## config.mk

```make
export PLATFORM = sky130hd
export DESIGN_NAME = ngpio_top
export DESIGN_NICKNAME = d
export VERILOG_FILES = /design/src/design/ngpio_pkg.sv /design/src/design/ngpio_sync.sv /design/src/design/ngpio_top.sv
export VERILOG_INCLUDE_DIRS = /design/src /design/src/design
export SDC_FILE = /design/constraint.sdc
export NUM_CORES = 1
export LEC_CHECK = 0
export ABC_AREA = 1
export BUFFER_PORTS_ARGS = -buffer_cell sky130_fd_sc_hd__buf_2
export CORE_ASPECT_RATIO = 1.75
export CORE_MARGIN = 4
export CORE_UTILIZATION = 51
export CTS_CLUSTER_SIZE = 16
export DETAILED_ROUTE_END_ITERATION = 8
export MAX_ROUTING_LAYER = met4
export PLACE_DENSITY = 0.87
export SLEW_MARGIN = 30
export SYNTH_ARGS = -nofsm -noshare
export SYNTH_HDL_FRONTEND = slang
export SYNTH_HIERARCHICAL = 1
export SYNTH_SLANG_ARGS = --single-unit
```

## constraint.sdc

```tcl
create_clock -name ref_clk -period 2.46 [get_ports ref_clk]
set_clock_uncertainty 0.2 [all_clocks]
set_input_delay 0.123 -clock ref_clk [delete_from_list [all_inputs] [get_ports ref_clk]]
set_output_delay 0.123 -clock ref_clk [all_outputs]
set_load 0.005 [all_outputs]
```

## src/design/ngpio_params.svh

```systemverilog
// What this block does
// - Twelve two-way port bits form three groups of four, each group's direction set by one bit.
// - A group whose direction bit is 0 leaves its pins undriven so they act as inputs.
// - A group whose direction bit is 1 drives each pin to the level of its stored data bit.
// - A data read returns the stored value for output groups and the pin levels for input groups.
// - Reset clears all three direction bits, so every group starts as input.
// - While the third group serves the serial link its direction bit is plain storage only.
// - A pull-up enable bit of 1 turns on its group's pull-ups, but only while that group's pins are undriven.
// - Reset clears all three pull-up enable bits.
// - Data writes are accepted in input mode and kept for later output.
// - While the third group serves the serial link its data bits are plain storage only.
// - The group data registers sit at D8H, D9H and DAH in group order.
// - Direction bits sit in bits 0 to 2 of D6H, bit 0 for the first group.
// - Pull-up enable bits sit in bits 0 to 2 of D7H, bit 0 for the first group.
`ifndef NGPIO_PARAMS_SVH
`define NGPIO_PARAMS_SVH
`define NGPIO_IDX_DIR   8'hD6
`define NGPIO_IDX_PUP   8'hD7
`define NGPIO_IDX_DATA0 8'hD8
`define NGPIO_IDX_DATA1 8'hD9
`define NGPIO_IDX_DATA2 8'hDA
`define NGPIO_ADDR_W    10
`define NGPIO_DIR_RESET 3'h0
`define NGPIO_PUP_RESET 3'h0
`define NGPIO_DAT_RESET 4'h0
`define NGPIO_BAD_READ  32'h0000_0000
`endif

```

## src/design/ngpio_pkg.sv

```systemverilog
package ngpio_pkg;
    typedef enum logic [2:0] {
        NGPIO_IDLE = 3'b001,
        NGPIO_RESP = 3'b010,
        NGPIO_HOLD = 3'b100
    } ngpio_bus_t;
endpackage

```

## src/design/ngpio_sync.sv

```systemverilog
`timescale 1ns/1ps
module ngpio_sync #(
    parameter int WIDTH = 12
) (
    input  wire logic             ref_clk,
    input  wire logic             resetn,
    input  wire logic             clk_en,
    input  wire logic [WIDTH-1:0] async_in,
    output logic      [WIDTH-1:0] sync_out
);
    logic [WIDTH-1:0] stage1_reg;
    always_ff @(posedge ref_clk or negedge resetn)
    begin
        if (!resetn)
        begin
            stage1_reg <= '0;
            sync_out   <= '0;
        end
        else if (clk_en)
        begin
            stage1_reg <= async_in;
            sync_out   <= stage1_reg;
        end
    end
endmodule

```

## src/design/ngpio_top.sv

```systemverilog
// Local design decision: the Avalon-MM slave port.
`timescale 1ns/1ps
`include "ngpio_params.svh"
module ngpio_top
    import ngpio_pkg::*;
#(
    parameter int GROUPS = 3,
    parameter int GW     = 4
) (
    input  wire logic                       ref_clk,
    input  wire logic                       resetn,
    input  wire logic                       clk_en,
    input  wire logic [`NGPIO_ADDR_W-1:0]   avs_address,
    input  wire logic                       avs_read,
    input  wire logic                       avs_write,
    input  wire logic [31:0]                avs_writedata,
    input  wire logic [3:0]                 avs_byteenable,
    output logic      [31:0]                avs_readdata,
    output logic                            avs_waitrequest,
    output logic      [1:0]                 avs_response,
    input  wire logic                       serial_select,
    input  wire logic [GROUPS*GW-1:0]       pins_in,
    output logic      [GROUPS*GW-1:0]       pins_out,
    output logic      [GROUPS*GW-1:0]       pins_oe,
    output logic      [GROUPS*GW-1:0]       pullup_on
);
    // ************************************************************
    // state
    // ************************************************************
    typedef struct packed {
        ngpio_bus_t             bus;
        logic [GROUPS-1:0]      dir;
        logic [GROUPS-1:0]      pullup_enable_bit;
        logic [GROUPS*GW-1:0]   dat;
        logic [31:0]            rdata;
        logic [1:0]             resp;
    } ngpio_state_t;

    ngpio_state_t          st_reg;
    ngpio_state_t          st_next;
    logic [GROUPS*GW-1:0]  pins_sync;
    logic [GROUPS-1:0]     drive_en;
    logic [7:0]            idx;

    // word index from byte address
    function automatic logic [7:0] word_index(input logic [`NGPIO_ADDR_W-1:0] a);
        word_index = a[9:2];
    endfunction

    function automatic logic is_mapped(input logic [7:0] i);
        is_mapped = (i >= `NGPIO_IDX_DIR) && (i <= `NGPIO_IDX_DATA2);
    endfunction

    assign idx = word_index(avs_address);

    ngpio_sync #(
        .WIDTH (GROUPS*GW)
    ) u_sync (
        .ref_clk  (ref_clk),
        .resetn   (resetn),
        .clk_en   (clk_en),
        .async_in (pins_in),
        .sync_out (pins_sync)
    );

    // ************************************************************
    // pin drive
    // ************************************************************
    genvar g;
    generate
        for (g = 0; g < GROUPS; g++)
        begin : gen_grp
            // serial link owns the last group's pins
            assign drive_en[g] = st_reg.dir[g] & ~(serial_select & (g == GROUPS-1));
            assign pins_oe[g*GW +: GW]   = {GW{drive_en[g]}};
            // data only reaches the pins while driving
            assign pins_out[g*GW +: GW]  = drive_en[g] ? st_reg.dat[g*GW +: GW] : '0;
            assign pullup_on[g*GW +: GW] = {GW{st_reg.pullup_enable_bit[g] & ~drive_en[g]}};
        end
    endgenerate

    // ************************************************************
    // bus and registers
    // ************************************************************
    always_comb
    begin
        logic [GROUPS*GW-1:0] view;
        view = '0;
        st_next = st_reg;
        for (int k = 0; k < GROUPS; k++)
        begin
            // stored bits in output mode or serial storage, pins otherwise
            if (st_reg.dir[k] || (serial_select && k == GROUPS-1))
                view[k*GW +: GW] = st_reg.dat[k*GW +: GW];
            else
                view[k*GW +: GW] = pins_sync[k*GW +: GW];
        end
        case (st_reg.bus)
            NGPIO_IDLE:
            begin
                if (avs_read || avs_write)
                begin
                    st_next.bus   = NGPIO_RESP;
                    st_next.rdata = `NGPIO_BAD_READ;
                    st_next.resp  = is_mapped(idx) ? 2'h0 : 2'h2;
                    if (avs_read)
                    begin
                        if (idx == `NGPIO_IDX_DIR)
                            st_next.rdata = {29'h0, st_reg.dir};
                        else if (idx == `NGPIO_IDX_PUP)
                            st_next.rdata = {29'h0, st_reg.pullup_enable_bit};
                        else if (idx == `NGPIO_IDX_DATA0)
                            st_next.rdata = {28'h0, view[3:0]};
                        else if (idx == `NGPIO_IDX_DATA1)
                            st_next.rdata = {28'h0, view[7:4]};
                        else if (idx == `NGPIO_IDX_DATA2)
                            st_next.rdata = {28'h0, view[11:8]};
                    end
                    else if (avs_byteenable[0])
                    begin
                        if (idx == `NGPIO_IDX_DIR)
                            st_next.dir = avs_writedata[2:0];
                        else if (idx == `NGPIO_IDX_PUP)
                            st_next.pullup_enable_bit = avs_writedata[2:0];
                        else if (idx == `NGPIO_IDX_DATA0)
                            st_next.dat[3:0] = avs_writedata[3:0];
                        else if (idx == `NGPIO_IDX_DATA1)
                            st_next.dat[7:4] = avs_writedata[3:0];
                        else if (idx == `NGPIO_IDX_DATA2)
                            st_next.dat[11:8] = avs_writedata[3:0];
                    end
                end
            end
            NGPIO_RESP:
                st_next.bus = NGPIO_HOLD;
            NGPIO_HOLD:
                st_next.bus = NGPIO_IDLE;
            default:
                st_next.bus = NGPIO_IDLE;
        endcase
    end

    always_ff @(posedge ref_clk or negedge resetn)
    begin
        if (!resetn)
        begin
            st_reg.bus   <= NGPIO_IDLE;
            st_reg.dir   <= `NGPIO_DIR_RESET;
            st_reg.pullup_enable_bit   <= `NGPIO_PUP_RESET;
            st_reg.dat   <= {GROUPS{`NGPIO_DAT_RESET}};
            st_reg.rdata <= '0;
            st_reg.resp  <= '0;
        end
        else if (clk_en)
            st_reg <= st_next;
    end

    // waitrequest drops in the cycle after the request is seen
    assign avs_waitrequest = ~(st_reg.bus == NGPIO_RESP);
    assign avs_readdata    = st_reg.rdata;
    assign avs_response    = st_reg.resp;
endmodule

```

---- Word-level counts from Yosys, hierarchy flattened ----
Index checks and enable logic that the tools add are counted.
word-level totals
  ROM bits ................................ 0
  bits in writable memories ............... 0
  word-level logic and storage cells ...... 70
  memories ................................ 0
  bits in latches ......................... 0
  register bits after elaboration ......... 79
  output and inout bits ................... 71
operators by class
  $mul .................................... 0
  equality and inequality tests ........... 8
  magnitude comparators ................... 2
  add/sub/neg operators ................... 0
  reduce and logical (&&, ||, !) cells .... 10
  shift-type cells ........................ 0
  muxes and demuxes ....................... 26
  bitwise operators ....................... 14
  divide/modulo/power cells ............... 0
operators by type and width
  operator                                                  number
  two-way mux 32 bit                                        5
  two-way mux 55 bit                                        1
  two-way mux 4 bit                                         11
  == test 8 bit, second input constant                      5
  two-way mux 18 bit                                        2
  two-way mux 15 bit                                        1
  two-way mux 12 bit                                        1
  NOT 1 bit                                                 10
  AND reduction 10 bit                                      1
  AND reduction 9 bit                                       1
  greater-or-equal comparator 8 bit, second input constant  1
  <= comparator 8 bit, second input constant                1
  two-way mux 8 bit                                         1
  AND reduction 8 bit                                       1
  AND reduction 7 bit                                       1
  two-way mux 3 bit                                         2
  one-hot mux 3 bit (2 select lines)                        1
  AND reduction 6 bit                                       1
  AND 1 bit                                                 4
  == test 3 x 1 -> 1 bit, second input constant             1
  == test 3 x 2 -> 1 bit, second input constant             1
  AND reduction 3 bit                                       1
  logical OR 1 bit                                          2
  two-way mux 2 bit                                         1
  3 further kinds                                           3

---- Longest topological paths before layout ----
  word-level depth ........................ 10
  gate-level depth with buffers ........... 10

---- Hierarchy ----
Netlist, hierarchy kept.
modules (own cells, without submodules)
  module      cells an instance  area each (µm²)  times used  sequential area each (µm²)
  ngpio_top   292                2026.9           1           651.9
  ngpio_sync  102                974.7            1           600.6

---- Worst setup path before layout ----
Ideal clock, no wire load.
  path type ............................... register to register
  from .................................... register st_reg[52] in the netlist's numbering
  to ...................................... register st_reg[42] in the netlist's numbering
  path slack .............................. 788 ps
  library setup time ...................... 120 ps
  cell stages (with the launch flop) ...... 8
  period minus slack after synthesis ...... 1672 ps
  arrival time ............................ 1353 ps
  path buffers ............................ 0
  cells stage by stage .................... dfstp_2 inv_1 nor3_4 nand3_4 nor2_4 nand2_1 o21ai_0 inv_1
on the way
  cells in the longest elaborated chain, start to end .. 2
ends and longest elaborated chain
  what                                   line              text
  start: declaration                     ngpio_top.sv:39   ngpio_state_t st_reg;
  start signal: assignment               ngpio_top.sv:155  st_reg <= st_next;
  == test 3 x 1 -> 1 bit                 ngpio_top.sv:98   case (st_reg.bus)
  AND reduction 10 bit (no source line)  --
No other way between the ends.
A chain may end at the register's enable or synchronous reset.

---- Worst setup path in the final report ----
  from .................................... register st_reg[52] in the netlist's numbering
  to ...................................... register st_reg, in the netlist pins_oe[4]
on the way
  cells in the longest elaborated chain, start to end .. 2
ends and longest elaborated chain
  what                                  line
  == test 3 x 1 -> 1 bit                ngpio_top.sv:98
  AND reduction 6 bit (no source line)  --
No other way between the ends.

==> impl_metrics.tcl <==
set metrics [dict create \
    io_pins 135 \
    fp.dieW_um 66.0 \
    min_period_ps 1950 \
    synth-simple-area-share_pct 30.1 \
    antenna_found_initial 0 \
    n_antenna_cell 0 \
    syn_area_mm2 0.00300 \
    die_h_um 109 \
    start_util_pct 53.3 \
    final_hold_viol_count 0 \
    synthXorXnorAreaFrac_pct 0 \
    crit_family "simple AND/OR/NAND/NOR gates" \
    r2r-start "st_reg[52]" \
    path_buf_inv 1 \
    firstDrtPassIters 5 \
    clock_latency_ps 300 \
    drtAntennaViolNets 0 \
    cts_root_buffer "clkbuf_8" \
    layout-drive-gt1-share_pct 22.8 \
    final_nets 523 \
    period_share_pct 79.3 \
    path_cells "inv_1 -> nor3_4 -> nand3_4 -> nor2_4 -> nand3_1 -> nand2_1 -> o21ai_0" \
    hp-class "primary input to register" \
    yosysWarnings 6 \
    worstSetupStartpointType "register" \
    synth_seq_cells 50 \
    netlist-cell-type-count 27 \
    cts_tree "built" \
    ir_drop_uv 387 \
    syn_avg_cell_area_um2 7.62 \
    grt_pass1_vias 2300 \
    max_freq_ghz 0.513 \
    rsz0062_at_grt "no" \
    power_uw 1750 \
    yosys-mux-area-fraction_pct 0 \
    core_area_mm2 0.00563 \
    hold_ws_ps 11.4 \
    cts_buffers 5 \
    crit_fanout 10 \
    synth_ff_type "dfrtp_1" \
    vias 2423 \
    cts_max_level 2 \
    clock_path_buffers 2 \
    r2r_end "pins_oe[4]" \
    maxCapViolCount 0 \
    grt_pass1_wl_mm 9.89 \
    maxSlewViolCount 0 \
    cpPeakStageDelay_ps 540 \
    ctsResizeCount 0 \
    place.gp.congestion 0.946 \
    synthAdderAreaFrac_pct 0 \
    grt_max_degree 32 \
    synthCells 394 \
    syn2layout_area_growth_pct 11.8 \
    drt-initial-drc-count 138 \
    synth_edf_count 0 \
    vias_per_cell 4.52 \
    ff2ff_setup_slack_ps 510 \
    path_class "register to register" \
    fill_cells 535 \
    finalSetupViolCount 0 \
    wl_per_cell_um 11.5 \
    cp.required_ps 2440 \
    dp_hpwl_mm 4.88 \
    fin_ws_ps 509 \
    die-area_mm2 0.00722 \
    io_buffers 72 \
    grt.total_usage_pct 18.4 \
    cp.arrival_ps 1930 \
    drt_wl_total_mm 6.18 \
    ff2ff_path_depth 7 \
    worstSetupEndpointType "register" \
    synthArstFlopShare_pct 100 \
    synth.most_common_cell "nand2_1" \
    synth_top_cell_by_area "dfrtp_1" \
    setup_tns_ps 0 \
    worstSetupPathDepth 7 \
    ys_seq_area_share_pct 41.7 \
    drcViolationCount 0 \
    rows 36 \
    synthTopCellsByCount "141 x nand2_1, 54 x buf_4, 49 x dfrtp_1" \
    leakagePower_uw 0.00203 \
    synth_top_cell_area_share_pct 40.9 \
    cts.sink_count 50 \
    status "finished clean" \
    startpoint "st_reg[52]" \
    largest_reg_flops 19 \
    endpoint "pins_oe[4]" \
    synth.area.top_cells "dfrtp_1 41%, nand2_1 18%, buf_4 14%" \
    dp_slack_ps 518 \
    synth_top_family_by_area "simple AND/OR/NAND/NOR gates" \
    slowest_stage "dfstp_2" \
    clk_pin_slew_worst_paths_ps 80 \
    final_util_pct 59.6 \
    synth_compound_area_share_pct 6.09 \
    grt_overflow 0 \
    p_per_area_mw_per_mm2 522 \
]
==> cell type report <==
cell class | count | area (um2) | area share (%)
Sequential cell | 50 | 1250 | 37.3
Clock buffer | 6 | 72.6 | 2.16
Inverter | 46 | 180 | 5.37
Clock inverter | 2 | 17.5 | 0.522
Timing Repair Buffer | 91 | 546 | 16.3
Tap cell | 76 | 95.1 | 2.83
Multi-Input combinational cell | 265 | 1190 | 35.6
==> worst min-delay path: stages <==
cell	delay, ps
buf_2	120
nand3_4	170
nand2_1	70
==> logic make-up after synthesis <==
kind of cell           Yosys count
other                            1
DFF                             50
buffers and inverters          107
AOI/OAI and AO/OA               36
and+or+nand+nor                200
==> worst min-delay path by stage <==
stage | startpoint | to | slack [ps] | cells past startpoint
after floorplan | resetn | avs_readdata[0] | -370 | 0
after global placement | resetn | st_reg[45] | -110 | 1
after detailed placement | resetn | u_sync/stage1_reg[10] | -100 | 1
after CTS | clk_en | st_reg[53] | 20 | 3
after global routing | clk_en | st_reg[53] | 40 | 3
final | clk_en | st_reg[53] | 10 | 3
==> metrics by stage <==
stage          instance area, um2  instances
4_1_cts                      3360        536
6_report                     3360        536
5_1_grt                      3360        536
3_5_place_dp                 3100        511
2_1_floorplan                3110        422
3_3_place_gp                 3100        511
==> layout by cell type, fill, tap and decap left out <==
cell | synthesis | routed
inv_1 | 45 | 45
nand2_1 | 141 | 141
clkbuf_1 | 2 | 1
and3_2 | 1 | 1
nand4_2 | 1 | 1
conb_1 | 1 | 29
dlygate4sd3_1 | 0 | 17
a21oi_1 | 3 | 3
nor2_1 | 21 | 21
inv_6 | 0 | 1
and2_1 | 1 | 1
buf_2 | 0 | 72
nand3_4 | 1 | 1
clkbuf_8 | 1 | 5
nand2_4 | 1 | 1
nand3_1 | 14 | 14
nor3_4 | 4 | 4
dfstp_2 | 1 | 1
nand2_2 | 11 | 11
o21ai_0 | 26 | 26
o211ai_1 | 1 | 1
nor2_4 | 2 | 2
clkinv_4 | 0 | 1
o21ai_1 | 6 | 6
nand4_1 | 1 | 1
inv_8 | 1 | 1
buf_4 | 54 | 2
or2_2 | 1 | 1
dfrtp_1 | 49 | 49
==> report_power, final <==
part           total (uW)  switching, uW  internal (uW)
Sequential            954           52.3            901
Clock                 479            273            206
Combinational         320            195            125
Total                1750            520           1230
==> layer usage <==
metal / GRT usage, % / wire [um] / part of all wire (%) / vias to the layer above
met1: 17.5 / 2180 / 35 / 1086
li1: - / - / - / 1244
met4: 8.58 / 212 / 3.4 / 0
met3: 3.48 / 398 / 6.4 / 14
met2: 34.7 / 3390 / 55 / 79
met5: - / 0 / 0 / -
==> what timing repair did <==
action	4_1_cts	5_1_grt
buffers inserted	0	0
hold buffers	17	0
endpoints found under the hold margin	39	0
No activity file was read; power rests on OpenSTA's default activity.
